<file path="src/chip_select_pkg.sv">
/*
  Constants, field layouts and types shared by the chip-select flash machine.
  Assumes one 32-bit address space with a single external bank decoded from bit 15 upward.
*/
package chip_select_pkg;

  // ----------------------------------------------------------------
  // Widths and field layout
  // ----------------------------------------------------------------
  localparam int ADDR_W    = 32;
  localparam int DATA_W    = 32;
  localparam int FIELD_LSB = 15;
  localparam int FIELD_W   = ADDR_W - FIELD_LSB;
  localparam int WAIT_W    = 4;
  localparam int BEAT_W    = 3;

  // ----------------------------------------------------------------
  // Codes
  // ----------------------------------------------------------------
  localparam logic [2:0] MACHINE_GENERAL = 3'h0;
  localparam logic [1:0] PORT_32         = 2'h0;
  localparam logic [1:0] PORT_8          = 2'h1;
  localparam logic [1:0] PORT_16         = 2'h2;
  localparam logic [1:0] SETUP_WITH_ADDR = 2'h0;

  // ----------------------------------------------------------------
  // Boot defaults and fixed timing
  // ----------------------------------------------------------------
  localparam logic [FIELD_W-1:0] BOOT_BASE_FIELD = 17'h1fc00;
  localparam logic [FIELD_W-1:0] BOOT_MASK_FIELD = 17'h1fc00;
  localparam logic [ADDR_W-1:0]  CFG_WORD_OFFSET = 32'h0000_0000;
  localparam logic [WAIT_W-1:0]  BOOT_WAIT_COUNT = 4'hf;
  localparam logic [WAIT_W-1:0]  READ_IDLE_COUNT = 4'h4;
  localparam logic [1:0]         BOOT_PORT_SIZE  = PORT_16;

  // ----------------------------------------------------------------
  // Carriers
  // ----------------------------------------------------------------
  typedef struct packed {
    logic [FIELD_W-1:0] base;
    logic [2:0]         machine_choice;
    logic [1:0]         port_size;
  } bank_base_t;

  typedef struct packed {
    logic [FIELD_W-1:0] window_mask;
    logic               relaxed_timing;
    logic               extended_hold;
    logic [WAIT_W-1:0]  wait_state_count;
    logic               select_negation_timing;
    logic [1:0]         address_to_select_setup;
    logic               external_ack_option;
    logic               buffer_control_disable;
  } bank_option_t;

  typedef struct packed {
    logic [ADDR_W-1:0] addr;
    logic [DATA_W-1:0] wdata;
    logic              write;
  } mem_req_t;

  localparam bank_base_t BOOT_BANK_BASE = '{base: BOOT_BASE_FIELD, machine_choice: MACHINE_GENERAL,
                                            port_size: BOOT_PORT_SIZE};
  localparam bank_option_t BOOT_BANK_OPTION = '{window_mask: BOOT_MASK_FIELD, relaxed_timing: 1'b1,
                                                extended_hold: 1'b0, wait_state_count: BOOT_WAIT_COUNT,
                                                select_negation_timing: 1'b0,
                                                address_to_select_setup: SETUP_WITH_ADDR,
                                                external_ack_option: 1'b0, buffer_control_disable: 1'b0};

  typedef enum logic [2:0] {BUS_IDLE, BUS_SETUP, BUS_WAIT, BUS_ACK, BUS_HOLD, BUS_ADDR_HOLD, BUS_GAP} bus_state_t;
  typedef enum logic [2:0] {PH_CONFIG_GO, PH_CONFIG_WAIT, PH_VECTOR_GO, PH_VECTOR_WAIT, PH_RUN} phase_t;

endpackage

</file>
<file path="src/chip_select_flash_machine.sv">
/*
  General-purpose chip-select machine for one asynchronous flash bank, with the boot
  sequence that reads the reset configuration word and the reset vector fetch.
  Assumes it is the only bus master and that the pins are sampled on i_sys_clk.
*/
// Functional notes
// - After power-on reset bank zero uses the general machine, base 0xfe000000.
// - Boot decode window of bank zero spans 32 MB.
// - Boot timing is relaxed (pair 10) with 15 wait states.
// - Reset sequence reads a 32-bit configuration word from flash via bank zero.
// - After hard reset release, fetch starts at the reset vector pointer.
// - Write data is driven from the first clock edge of the access.
// - Buffer signals assert on first clock, negate on the acknowledge clock.
// - Buffer disable option keeps both buffer signals inactive.
// - Negation option drops select and write strobe before the address.
// - Setup field 00 asserts select together with the new address.
// - Wait-state field sets inserted wait clocks; 0111 gives seven.
// - External acknowledge option 0 means acknowledge is generated internally.
// - Relaxed pair 10 inserts four idle cycles after a read.
// - Relaxed timing delays strobe start so buffered paths avoid contention.
// - On writes, select stays asserted for a hold after write strobe negates.
// - Transactions wider than the port split into back-to-back port-wide cycles.
// - Machine-select field decides whether this machine serves the bank.
`timescale 1ns/10ps
module chip_select_flash_machine
  import chip_select_pkg::*;
(
  // Clock and power-on reset
  input  wire logic                       i_sys_clk,
  input  wire logic                       i_rst_n,
  // Reset configuration straps and vector
  input  wire logic                       i_config_source_select,
  input  wire logic                       i_reset_config_input,
  input  wire logic [chip_select_pkg::ADDR_W-1:0] i_reset_vector,
  // Bank configuration
  input  wire logic                       i_cfg_write,
  input  wire chip_select_pkg::bank_base_t   i_cfg_base,
  input  wire chip_select_pkg::bank_option_t i_cfg_option,
  output chip_select_pkg::bank_base_t     o_cfg_base,
  output chip_select_pkg::bank_option_t   o_cfg_option,
  // Boot results
  output logic                            o_hard_reset_line_n,
  output logic [chip_select_pkg::DATA_W-1:0] o_reset_config_word,
  output logic                            o_fetch_valid,
  output logic [chip_select_pkg::DATA_W-1:0] o_fetch_word,
  // Internal requests
  input  wire logic                       i_req_valid,
  input  wire chip_select_pkg::mem_req_t  i_req,
  output logic                            o_req_ready,
  output logic                            o_rsp_valid,
  output logic                            o_rsp_refused,
  output logic [chip_select_pkg::DATA_W-1:0] o_rsp_data,
  // External memory bus
  output logic [chip_select_pkg::ADDR_W-1:0] o_addr,
  output logic [chip_select_pkg::DATA_W-1:0] o_data_out,
  output logic                            o_data_oe,
  input  wire logic [chip_select_pkg::DATA_W-1:0] i_data_in,
  output logic                            o_boot_bank_select_n,
  output logic                            o_read_output_strobe_n,
  output logic                            o_write_strobe_n,
  output logic                            o_buffer_direction_n,
  output logic                            o_buffer_output_enable_n,
  output logic                            o_data_valid_strobe_n,
  input  wire logic                       i_transfer_acknowledge_n
);
  import chip_select_pkg::*;

  // ----------------------------------------------------------------
  // Helpers
  // ----------------------------------------------------------------
  function automatic logic bank_hit(input logic [ADDR_W-1:0] a, input logic [FIELD_W-1:0] b,
                                    input logic [FIELD_W-1:0] m);
    bank_hit = (((a[ADDR_W-1:FIELD_LSB] ^ b) & m) == '0);
  endfunction

  function automatic logic [BEAT_W-1:0] beats_of(input logic [1:0] ps);
    unique case (ps)
      PORT_8:  beats_of = 3'h4;
      PORT_16: beats_of = 3'h2;
      default: beats_of = 3'h1;
    endcase
  endfunction

  function automatic logic [ADDR_W-1:0] bytes_of(input logic [1:0] ps);
    unique case (ps)
      PORT_8:  bytes_of = 32'h1;
      PORT_16: bytes_of = 32'h2;
      default: bytes_of = 32'h4;
    endcase
  endfunction

  function automatic logic [DATA_W-1:0] merge_beat(input logic [DATA_W-1:0] acc, input logic [DATA_W-1:0] din,
                                                   input logic [1:0] ps);
    unique case (ps)
      PORT_8:  merge_beat = {din[7:0], acc[31:8]};
      PORT_16: merge_beat = {din[15:0], acc[31:16]};
      default: merge_beat = din;
    endcase
  endfunction

  function automatic logic [DATA_W-1:0] shift_beat(input logic [DATA_W-1:0] d, input logic [1:0] ps);
    unique case (ps)
      PORT_8:  shift_beat = {8'h00, d[31:8]};
      PORT_16: shift_beat = {16'h0000, d[31:16]};
      default: shift_beat = d;
    endcase
  endfunction

  // ----------------------------------------------------------------
  // Reset release
  // ----------------------------------------------------------------
  logic [1:0] rst_sync_q;
  logic       rst_n;

  always_ff @(posedge i_sys_clk or negedge i_rst_n) begin
    if (!i_rst_n) begin
      rst_sync_q <= 2'b00;
    end else begin
      rst_sync_q <= {rst_sync_q[0], 1'b1};
    end
  end
  assign rst_n = rst_sync_q[1];

  // ----------------------------------------------------------------
  // Declarations
  // ----------------------------------------------------------------
  bank_base_t        base_q;
  bank_option_t      opt_q;
  phase_t            phase_q;
  bus_state_t        state_q, state_d;
  logic              hard_rel_q;
  logic [ADDR_W-1:0] xfer_addr_q;
  logic [DATA_W-1:0] wdata_q, rdata_q, rdata_next;
  logic              write_q;
  logic [BEAT_W-1:0] beats_left_q;
  logic              start, refuse, straps_low, general_purpose_select_machine_hit, bus_idle, ack_fire, last_beat, read_gap;
  logic [ADDR_W-1:0] start_addr;
  logic [DATA_W-1:0] start_wdata;
  logic              start_write, cnt_load, cnt_last, sel_on, strobe_on, buf_on;
  logic [WAIT_W-1:0] cnt_value;

  assign straps_low = !i_config_source_select && !i_reset_config_input;
  assign general_purpose_select_machine_hit   = bank_hit(i_req.addr, base_q.base, opt_q.window_mask)
                      && (base_q.machine_choice == MACHINE_GENERAL);
  assign bus_idle   = (state_q == BUS_IDLE);
  assign ack_fire   = (state_q == BUS_ACK) && (!opt_q.external_ack_option || !i_transfer_acknowledge_n);
  assign last_beat  = (beats_left_q == BEAT_W'(1));
  assign read_gap   = opt_q.relaxed_timing && !opt_q.extended_hold;
  assign rdata_next = merge_beat(rdata_q, i_data_in, base_q.port_size);

  // ----------------------------------------------------------------
  // Bank configuration
  // ----------------------------------------------------------------
  always_ff @(posedge i_sys_clk or negedge rst_n) begin
    if (!rst_n) begin
      base_q <= BOOT_BANK_BASE;
      opt_q  <= BOOT_BANK_OPTION;
    end else if (i_cfg_write && bus_idle && (phase_q == PH_RUN)) begin
      base_q <= i_cfg_base;
      opt_q  <= i_cfg_option;
    end
  end
  assign o_cfg_base   = base_q;
  assign o_cfg_option = opt_q;

  // ----------------------------------------------------------------
  // Request selection
  // ----------------------------------------------------------------
  always_comb begin
    start       = 1'b0;
    refuse      = 1'b0;
    start_addr  = i_req.addr;
    start_wdata = i_req.wdata;
    start_write = i_req.write;
    unique case (phase_q)
      PH_CONFIG_GO: begin
        start       = straps_low;
        start_addr  = {BOOT_BASE_FIELD, FIELD_LSB'(0)} + CFG_WORD_OFFSET;
        start_write = 1'b0;
      end
      PH_VECTOR_GO: begin
        start       = bus_idle;
        start_addr  = i_reset_vector;
        start_write = 1'b0;
      end
      PH_RUN: begin
        start  = i_req_valid && bus_idle && general_purpose_select_machine_hit;
        refuse = i_req_valid && bus_idle && !general_purpose_select_machine_hit;
      end
      PH_CONFIG_WAIT, PH_VECTOR_WAIT: begin
      end
    endcase
  end
  assign o_req_ready = (phase_q == PH_RUN) && bus_idle;

  // ----------------------------------------------------------------
  // Boot sequencing
  // ----------------------------------------------------------------
  // Hard reset stays low until the configuration word is in hand, or for one clock when the straps are not both low
  always_ff @(posedge i_sys_clk or negedge rst_n) begin
    if (!rst_n) begin
      phase_q    <= PH_CONFIG_GO;
      hard_rel_q <= 1'b0;
    end else begin
      unique case (phase_q)
        PH_CONFIG_GO: begin
          phase_q    <= straps_low ? PH_CONFIG_WAIT : PH_VECTOR_GO;
          hard_rel_q <= !straps_low;
        end
        PH_CONFIG_WAIT: if (ack_fire && last_beat) begin
          phase_q    <= PH_VECTOR_GO;
          hard_rel_q <= 1'b1;
        end
        PH_VECTOR_GO: if (start) begin
          phase_q <= PH_VECTOR_WAIT;
        end
        PH_VECTOR_WAIT: if (ack_fire && last_beat) begin
          phase_q <= PH_RUN;
        end
        PH_RUN: begin
        end
      endcase
    end
  end
  assign o_hard_reset_line_n = hard_rel_q;

  // ----------------------------------------------------------------
  // Results
  // ----------------------------------------------------------------
  always_ff @(posedge i_sys_clk or negedge rst_n) begin
    if (!rst_n) begin
      o_reset_config_word <= '0;
      o_fetch_word        <= '0;
      o_fetch_valid       <= 1'b0;
      o_rsp_valid         <= 1'b0;
      o_rsp_refused       <= 1'b0;
      o_rsp_data          <= '0;
    end else begin
      o_fetch_valid <= (phase_q == PH_VECTOR_WAIT) && ack_fire && last_beat;
      o_rsp_valid   <= refuse || ((phase_q == PH_RUN) && ack_fire && last_beat);
      o_rsp_refused <= refuse;
      if ((phase_q == PH_CONFIG_WAIT) && ack_fire && last_beat) begin
        o_reset_config_word <= rdata_next;
      end
      if ((phase_q == PH_VECTOR_WAIT) && ack_fire && last_beat) begin
        o_fetch_word <= rdata_next;
      end
      if ((phase_q == PH_RUN) && ack_fire && last_beat) begin
        o_rsp_data <= write_q ? '0 : rdata_next;
      end
    end
  end

  // ----------------------------------------------------------------
  // Bus cycle sequencer
  // ----------------------------------------------------------------
  always_comb begin
    state_d   = state_q;
    cnt_load  = 1'b0;
    cnt_value = opt_q.wait_state_count;
    unique case (state_q)
      BUS_IDLE:  if (start) state_d = BUS_SETUP;
      BUS_SETUP: begin
        cnt_load = (opt_q.wait_state_count != '0);
        state_d  = cnt_load ? BUS_WAIT : BUS_ACK;
      end
      BUS_WAIT:  if (cnt_last) state_d = BUS_ACK;
      BUS_ACK: if (ack_fire) begin
        if (write_q) begin
          state_d = BUS_HOLD;
        end else if (!last_beat) begin
          state_d = BUS_SETUP;
        end else if (read_gap) begin
          state_d   = BUS_GAP;
          cnt_load  = 1'b1;
          cnt_value = READ_IDLE_COUNT;
        end else begin
          state_d = BUS_IDLE;
        end
      end
      BUS_HOLD: begin
        if (opt_q.select_negation_timing) state_d = BUS_ADDR_HOLD;
        else state_d = (beats_left_q != '0) ? BUS_SETUP : BUS_IDLE;
      end
      BUS_ADDR_HOLD: state_d = (beats_left_q != '0) ? BUS_SETUP : BUS_IDLE;
      BUS_GAP:   if (cnt_last) state_d = BUS_IDLE;
    endcase
  end

  always_ff @(posedge i_sys_clk or negedge rst_n) begin
    if (!rst_n) begin
      state_q <= BUS_IDLE;
    end else begin
      state_q <= state_d;
    end
  end

  wait_state_counter #(.W(WAIT_W)) u_wait (
    .i_sys_clk (i_sys_clk),
    .i_rst_n   (rst_n),
    .i_load    (cnt_load),
    .i_value   (cnt_value),
    .o_last    (cnt_last)
  );

  // ----------------------------------------------------------------
  // Transfer datapath
  // ----------------------------------------------------------------
  // Address and data advance only when the next beat starts, so they hold through the hold states
  always_ff @(posedge i_sys_clk or negedge rst_n) begin
    if (!rst_n) begin
      xfer_addr_q  <= '0;
      wdata_q      <= '0;
      rdata_q      <= '0;
      write_q      <= 1'b0;
      beats_left_q <= '0;
    end else if (start) begin
      xfer_addr_q  <= start_addr;
      wdata_q      <= start_wdata;
      rdata_q      <= '0;
      write_q      <= start_write;
      beats_left_q <= beats_of(base_q.port_size);
    end else begin
      if (ack_fire) begin
        beats_left_q <= beats_left_q - BEAT_W'(1);
        rdata_q      <= rdata_next;
      end
      if ((state_d == BUS_SETUP) && !bus_idle) begin
        xfer_addr_q <= xfer_addr_q + bytes_of(base_q.port_size);
        wdata_q     <= shift_beat(wdata_q, base_q.port_size);
      end
    end
  end
  assign o_addr     = xfer_addr_q;
  assign o_data_out = wdata_q;

  // ----------------------------------------------------------------
  // Strobes
  // ----------------------------------------------------------------
  // One clock stands in for the quarter-clock steps the pad timing would give
  assign sel_on    = ((state_q == BUS_SETUP) && (opt_q.address_to_select_setup == SETUP_WITH_ADDR))
                     || (state_q == BUS_WAIT) || (state_q == BUS_ACK) || (state_q == BUS_HOLD);
  assign strobe_on = ((state_q == BUS_SETUP) && !opt_q.relaxed_timing)
                     || (state_q == BUS_WAIT) || (state_q == BUS_ACK);
  assign buf_on    = !opt_q.buffer_control_disable
                     && ((state_q == BUS_SETUP) || (state_q == BUS_WAIT) || ((state_q == BUS_ACK) && !ack_fire));

  assign o_boot_bank_select_n     = !sel_on;
  assign o_read_output_strobe_n   = !(strobe_on && !write_q);
  assign o_write_strobe_n         = !(strobe_on && write_q);
  assign o_buffer_direction_n     = !buf_on;
  assign o_buffer_output_enable_n = !buf_on;
  assign o_data_valid_strobe_n    = !ack_fire;
  assign o_data_oe                = write_q && !bus_idle && (state_q != BUS_GAP);
endmodule

</file>
<file path="src/wait_state_counter.sv">
/*
  Loadable down counter that times wait states and idle gaps.
  Assumes a load and a count never overlap a running interval.
*/
`timescale 1ns/10ps
module wait_state_counter #(
  parameter int W = 4
) (
  // Clock and reset
  input  wire logic         i_sys_clk,
  input  wire logic         i_rst_n,
  // Control
  input  wire logic         i_load,
  input  wire logic [W-1:0] i_value,
  // Status
  output logic              o_last
);

  logic [W-1:0] cnt_q;

  always_ff @(posedge i_sys_clk or negedge i_rst_n) begin
    if (!i_rst_n) begin
      cnt_q <= '0;
    end else if (i_load) begin
      cnt_q <= i_value;
    end else if (cnt_q != '0) begin
      cnt_q <= cnt_q - W'(1);
    end
  end

  assign o_last = (cnt_q == W'(1));

endmodule

</file>
<file path="config.mk">
export PLATFORM = sky130hd
export DESIGN_NAME = chip_select_flash_machine
export DESIGN_NICKNAME = d
export VERILOG_FILES = /design/src/chip_select_pkg.sv /design/src/chip_select_flash_machine.sv /design/src/wait_state_counter.sv
export SDC_FILE = /design/constraint.sdc
export NUM_CORES = 1
export LEC_CHECK = 0
export BUFFER_PORTS_ARGS = -buffer_cell sky130_fd_sc_hd__buf_2
export CAP_MARGIN = 20
export CORE_MARGIN = 8
export CORE_UTILIZATION = 30
export CTS_CLUSTER_SIZE = 14
export DETAILED_ROUTE_END_ITERATION = 10
export GPL_ROUTABILITY_DRIVEN = 0
export GPL_TIMING_DRIVEN = 0
export HOLD_SLACK_MARGIN = 0.15
export SLEW_MARGIN = 20
export SYNTH_ARGS = -nofsm -noshare
export SYNTH_HDL_FRONTEND = slang
export SYNTH_SLANG_ARGS = --single-unit
</file>
<file path="constraint.sdc">
create_clock -name i_sys_clk -period 19.75 [get_ports i_sys_clk]
set_input_delay 2.9625 -clock i_sys_clk [delete_from_list [all_inputs] [get_ports i_sys_clk]]
set_output_delay 2.9625 -clock i_sys_clk [all_outputs]
set_load 0.01 [all_outputs]
</file>
==> results by group, run 1 <==
Floorplan
  – Rows: 75
  – Die H: 221.9 um
  – Number of I/O pins: 408
  – Starting Density: 0.3038
  – Core area: 41,850 um2
  – Die width: about 220 um
  – Die area: 49,230 um2

Power
  – Pwr per Cell Area: 174.6 nW/um2
  – Leakage: 7.966 nW
  – Total Power: 0.002902 W
  – Peak VDD IR: 86.75 uV

Layout
  – Final instance area: approximately 17,000 um2
  – Final net count: 1,933
  – Fill cell count: about 4,300
  – Final non-filler cell total: 2,301
  – Area delta synth->final: 30.75%
  – Layout cells sized above 1: 0.3402

Setup path
  – CP endpoint: o_data_valid_strobe_n
  – CP max-delay cell: clkbuf_1
  – Crit-path leading delay family: buffers and inverters
  – CP endpoint kind: primary output
  – CP Launch Type: input port
  – Setup CP Type: in -> out
  – Worst endpoint required time: 16,790 ps
  – Crit path cell chain: buf_2 -> a21oi_1 -> and2_1 -> buf_2 -> inv_2 -> clkbuf_1 -> buf_2
  – Crit-path max cell delay: 490 ps
  – Worst Setup SP: i_transfer_acknowledge_n
  – CP Depth: 7
  – Largest fanout on the critical path: 10
  – Worst r2r src: o_cfg_base[1]$_DFFE_PN1P_
  – Crit Reg-Reg Endpoint: o_addr[12]$_DFFE_PN0P_
  – Worst Reg2Reg Path Length in Cells: 12
  – WP buf/inv: 5
  – Reg-to-reg setup timing slack: about 15,000 ps
  – Cell mode on critical path: buf_2
  – Arrival @ worst endpoint: roughly 4400 ps

CTS
  – H-Tree Depth: 1
  – CTS tree: built
  – Clock buffer depth: 3
  – # hold bufs at CTS: 0
  – CTS Sinks: 254
  – PostCTS Resize Cnt: 0
  – Post-CTS Setup Inserts: 0
  – Clock latency on the worst-skew pair: about 580 ps
  – Clk root buf: clkbuf_16
  – CTS clk-pin slew, worst paths: 60 ps
  – CTS Buf Count: 30

Yosys
  – Largest family of logic cells by synthesized area: compound AO/OA/AOI/OAI gates
  – Fraction of the mapped netlist area in simple logic gates: 0.1482
  – Mux contribution to synthesized area: 0.1043
  – Seq/Total Area, Yosys: 0.5019
  – Synth unique cells: 64
  – XOR/XNOR share of the synthesized area: 0.03100
  – Seq cells post-synth: 254
  – Avg Inst Size Synth: 9.849 um2
  – Synth Instances: 1,291
  – Post-synth top flop: dfrtp_1
  – Compound-Gate Fraction of Synth Area: 0.1576
  – Fraction of registers with async set/reset: 1.000
  – Post-synth EDFFs: 0
  – Synth warnings: 0
  – Netlist Area Pre-Place: around 13,000 um2
  – Yosys top cell area share: 0.4605
  – Adder-cell share of the synthesized area: 0.01240
  – Top post-synthesis cells by area: dfrtp_1, mux2_2, o21ai_0
  – Net Count, Synth: 1,489
  – Commonest cells post-synth: dfrtp_1, nand2_1, nor2_1
  – Top-count cell post-synth: dfrtp_1
  – Synth area leader: dfrtp_1

STA
  – Unrepaired setup endpoints after global routing: false
  – Final WS setup: ~12,000 ps
  – Worst slew pin tran: between 900 and 1000 ps
  – Part of the cycle the worst path needs: 0.3733
  – Slew Viols, Final: 0
  – Hold Fails Final Rpt: 0
  – Rel. slew slack: 0.3948
  – Final-report setup violation count: 0
  – Setup tns final: 0 ps
  – Skew final: 25.68 ps
  – Fmax: between 100 and 150 MHz
  – Final min period: between 7000 and 8000 ps

Global route
  – First-pass GRT wire length: 78,470 um
  – Vias in the first global route: 12,665
  – Antenna violations before repair: 7
  – Largest net degree at the start of global routing: 57
  – Global route total overflow: 0
  – Tot GR Track Use: 0.2020

Route
  – Final ANT Viol Nets: 0
  – Vias: between 10,000 and 15,000
  – Wire per inst: 22.36 um
  – Remaining DRCs: 0
  – Drt first pass iters: 5
  – Routed WL: 51,440 um
  – Iteration-0 DRC Markers: 977
  – Via-to-Cell Ratio: 5.168

Placed design
  – Buffers on Ports: 407
  – Placed Cells: 2,242
  – DP Area: about 16,000 um2
  – Setup Slack @ Placement: 12,420 ps
  – Post-DP HPWL: 40,400 um

Job
  – Maxcap violations: 0

Worst hold path
  – HP Class: reg -> async

Run status
  – Status: complete, no violations
[per-stage QoR]
stage	util	hold WS (ps)
3_3_place_gp	0.3686	335.7
3_5_place_dp	0.3716	318.4
5_1_grt	0.3970	345.8
4_1_cts	0.3970	326.3
6_report	0.3972	303.5
2_1_floorplan	-	331.2
[placed cells by master, fill, tap and decap left out, drive strengths merged, types with 4 or more instances in the layout]
master / n
nand3: 24
o21ai: 136
nor3: 10
nor4: 26
a211oi: 4
nor2: 117
dfrtp: 234
mux2i: 56
dfstp: 20
nand3b: 10
clkbuf: 99
nand4: 14
buf: 455
inv: 27
xor2: 18
o31ai: 41
bufinv: 5
xnor2: 27
nand2: 121
a21oi: 97
nand2b: 7
mux2: 68
a22oi: 41
diode: 4
and3: 33
clkinv: 6
ha: 11
[worst reg2reg max path: cells and delay by family, from the launching register on]
kind | cells | cell delay [ps]
AO/OA/AOI/OAI | 1 | 330
XOR/XNOR | 1 | 180
adder cells (fa/ha/maj) | 2 | 750
buffers and inverters | 4 | 1610
flip-flops | 1 | 570
multiplexers | 1 | 90
AND/OR/NAND/NOR | 3 | 650
[how the worst min path moves through the flow]
stage          depth (start not counted)  slack, ps                      end                    start
2_1_floorplan                          0        330  rst_sync_q[1]$_DFF_PN0_  rst_sync_q[0]$_DFF_PN0_
4_1_cts                                0        330   o_addr[10]$_DFFE_PN0P_  rst_sync_q[1]$_DFF_PN0_
3_5_place_dp                           0        320   o_addr[10]$_DFFE_PN0P_  rst_sync_q[1]$_DFF_PN0_
5_1_grt                                0        350   o_addr[10]$_DFFE_PN0P_  rst_sync_q[1]$_DFF_PN0_
6_report                               0        300   o_addr[10]$_DFFE_PN0P_  rst_sync_q[1]$_DFF_PN0_
3_3_place_gp                           0        340  rst_sync_q[1]$_DFF_PN0_  rst_sync_q[0]$_DFF_PN0_
[logic make-up (layout without fill, tap and decap cells)]
kind of cell    after synthesis  in the layout
flops                       254            254
fa+ha+maj                    12             12
buf+inv                     128            595
xor+xnor                     45             45
simple gates                384            384
other cells                   1              5
compound gates              343            343
mux                         124            124
[per-layer routing]
| layer | part of all wire | track usage | vias to the layer above |
|---|---|---|---|
| met3 | 0.083 | 0.06256 | 76 |
| li1 | - | - | 5480 |
| met4 | 0.028 | 0.05816 | 6 |
| met2 | 0.48 | 0.3375 | 477 |
| met5 | 0.00078 | 0 | - |
| met1 | 0.41 | 0.2486 | 5853 |
[state kept, by name, indices dropped and copies added (netlist names), 3 cells and up]
register / cells
o_rsp_data: 32
o_cfg_base: 22
state_q: 3
beats_left_q: 3
o_data_out: 32
u_wait.cnt_q: 4
phase_q: 3
rdata_q: 24
o_addr: 32
o_fetch_word: 32
o_reset_config_word: 32
o_cfg_option: 28
[where the power goes]
part           internal [W]  switching, W  total (W)
Combinational      0.000502      0.000847    0.00135
Clock              0.000364      0.000239   0.000603
Sequential         0.000760      0.000190   0.000950
Total               0.00163       0.00128    0.00290
[cell type report]
class                           count  area (um2)  share of cell area
Antenna cell                        4       10.01           0.0006021
Inverter                           25       93.84            0.005645
Buffer                            103       469.2             0.02822
Timing Repair Buffer              412        2160              0.1299
Multi-Input combinational cell    909        5771              0.3471
Sequential cell                   254        6385              0.3841
Clock inverter                     16       226.5             0.01362
Tap cell                          539       674.4             0.04057
Clock buffer                       39       835.8             0.05027
Power figures use the tool's default switching activity.
==> inputs of run 2 (changes only) <==
==> constraint.sdc (replaced) <==
create_clock -name i_sys_clk -period 6.16 [get_ports i_sys_clk]
set_input_delay 0.924 -clock i_sys_clk [delete_from_list [all_inputs] [get_ports i_sys_clk]]
set_output_delay 0.924 -clock i_sys_clk [all_outputs]
set_load 0.01 [all_outputs]
==> run 2 against run 1 <==
  * Worst hold slack improved by 27 ps
  * Via count increased by 0.19%
  * Register-to-register slack got worse by 14000 ps
  * Routed wire length decreased by 0.72%
  * Largest cell class unchanged
  * Largest power group unchanged
  * Highest routed layer unchanged
==> results by group, run 2 (synthesis results as in run 1) <==
Run status
  – Status: complete, no violations

Route
  – Routed WL: about 51,000 um
  – Final ANT Viol Nets: 0
  – Via-to-Cell Ratio: 5.180
  – Vias: between 10,000 and 15,000
  – Drt first pass iters: 6
  – Remaining DRCs: 0
  – Iteration-0 DRC Markers: between 800 and 900
  – Wire per inst: 22.20 um

Floorplan
  – Number of I/O pins: approximately 400
  – Rows: 75
  – Core area: 41,850 um2
  – Die H: 221.9 um
  – Die width: 221.9 um
  – Die area: 49,230 um2
  – Starting Density: 0.3038

CTS
  – CTS clk-pin slew, worst paths: approximately 60 ps
  – CTS tree: built
  – Clock buffer depth: 3
  – PostCTS Resize Cnt: 0
  – H-Tree Depth: 1
  – CTS Sinks: roughly 250
  – CTS Buf Count: 30
  – Clk root buf: clkbuf_16
  – Clock latency on the worst-skew pair: ~560 ps
  – Post-CTS Setup Inserts: 0
  – # hold bufs at CTS: 2

Power
  – Peak VDD IR: 263.1 uV
  – Leakage: 8.002 nW
  – Pwr per Cell Area: 558.6 nW/um2

STA
  – Final-report setup violation count: 0
  – Worst slew pin tran: between 900 and 1000 ps
  – Rel. slew slack: 0.3605
  – Hold Fails Final Rpt: 0
  – Slew Viols, Final: 0
  – Fmax: 237.1 MHz
  – Final min period: 4219 ps
  – Skew final: 16.78 ps
  – Part of the cycle the worst path needs: 0.6848
  – Setup tns final: 0 ps
  – Unrepaired setup endpoints after global routing: false

Setup path
  – CP Launch Type: register
  – Setup CP Type: reg -> reg
  – Arrival @ worst endpoint: approximately 4700 ps
  – CP endpoint kind: register
  – Largest fanout on the critical path: 10
  – Worst endpoint required time: 6600 ps

Global route
  – Antenna violations before repair: 5
  – Largest net degree at the start of global routing: 57
  – Global route total overflow: 0
  – First-pass GRT wire length: 77,980 um
  – Tot GR Track Use: 0.2006
  – Vias in the first global route: about 13,000

Layout
  – Commonest cells after routing, fill and taps aside: buf_2, dfrtp_1, nand2_1
  – Most common cell after layout, fill and taps aside: buf_2
  – Final non-filler cell total: 2,300
  – Final instance area: 16,680 um2
  – Area delta synth->final: 31.22%
  – Final net count: just under 2,000
  – Layout cells sized above 1: 0.3392
  – Fill cell count: 4,228

Placed design
  – Buffers on Ports: between 400 and 500
  – DP Area: 15,570 um2
  – Placed Cells: 2,242
  – Post-DP HPWL: between 40,000 and 50,000 um

Worst hold path
  – HP Class: reg -> async

Job
  – Maxcap violations: 0
-- run 2: cell types whose count changed in the layout (fill, tap and decap cells not counted), sizes merged --
cell / before / now
clkbuf: 99 / 106
clkinv: 6 / 3
diode: 4 / 1
clkinvlp: 3 / 1
dlygate4sd3: 0 / 2
inv: 27 / 25
-- run 2: path summary, 6_finish.rpt --
check / startpoint / end / slack, ps / cells after the start
setup / recovery: o_cfg_base[0]$_DFFE_PN0P_ / o_addr[16]$_DFFE_PN0P_ / 1940 / 13
hold / removal: rst_sync_q[1]$_DFF_PN0_ / o_data_out[18]$_DFFE_PN0P_ / 330 / 1
setup reg to reg: o_cfg_base[0]$_DFFE_PN0P_ / o_addr[16]$_DFFE_PN0P_ / 1940 / 13
hold reg to reg: rst_sync_q[1]$_DFF_PN0_ / o_data_out[18]$_DFFE_PN0P_ / 330 / 1
max in group asynchronous: rst_sync_q[1]$_DFF_PN0_ / o_reset_config_word[4]$_DFFE_PN0P_ / 4890 / 3
min in group i_sys_clk: rst_sync_q[0]$_DFF_PN0_ / rst_sync_q[1]$_DFF_PN0_ / 350 / 0
-- run 2: power by group --
part / switching, W / internal, W / total (W)
sequential: 0.000615 / 0.00244 / 0.00305
clock: 0.000723 / 0.00123 / 0.00195
combinational: 0.00270 / 0.00161 / 0.00431
total: 0.00404 / 0.00528 / 0.00932
-- run 2: per-stage QoR --
| stage | power, W | worst slack, ps | util | hold WS [ps] |
|---|---|---|---|---|
| after global placement | 0.007306 | 187.2 | 0.3686 | 335.6 |
| final | 0.009320 | 1942 | 0.3987 | 330.7 |
| after detailed placement | 0.007413 | 1832 | 0.3720 | 110.9 |
| after global routing | 0.009958 | 1512 | 0.3986 | 362.1 |
| after CTS | 0.009415 | 1803 | 0.3986 | 349.4 |
| after floorplan | 0.005509 | 2011 | - | 331.1 |
-- run 2: routing by layer --
layer / routed length [um] / global-route usage
met3: 4265 / 0.06190
met2: 24120 / 0.3359
met5: 58 / 0
met1: 21050 / 0.2470
met4: 1579 / 0.05687
-- run 2: final cells by class --
| type | instances | area [um2] | share of cell area |
|---|---|---|---|
| plain buffers | 103 | 469.2 | 0.02812 |
| well taps | 539 | 674.4 | 0.04042 |
| inverters | 25 | 93.84 | 0.005624 |
| repair buffers | 414 | 2195 | 0.1315 |
| diodes | 1 | 2.502 | 0.0001500 |
| multi-input cells | 909 | 5771 | 0.3459 |
| clock inverters | 9 | 172.7 | 0.01035 |
| clock buffers | 46 | 922.1 | 0.05527 |
| flip-flops and latches | 254 | 6385 | 0.3827 |
-- run 2: critical path, stage by stage (launching register included) --
cell and delay, ps:
dfrtp_1 480, inv_1 90, ha_1 280, clkbuf_1 440
clkbuf_1 530, inv_1 220, fa_1 480, nand2b_1 200
a21oi_1 290, clkbuf_1 410, nand4_1 140, nor4_1 260
xnor2_1 180, mux2i_1 90
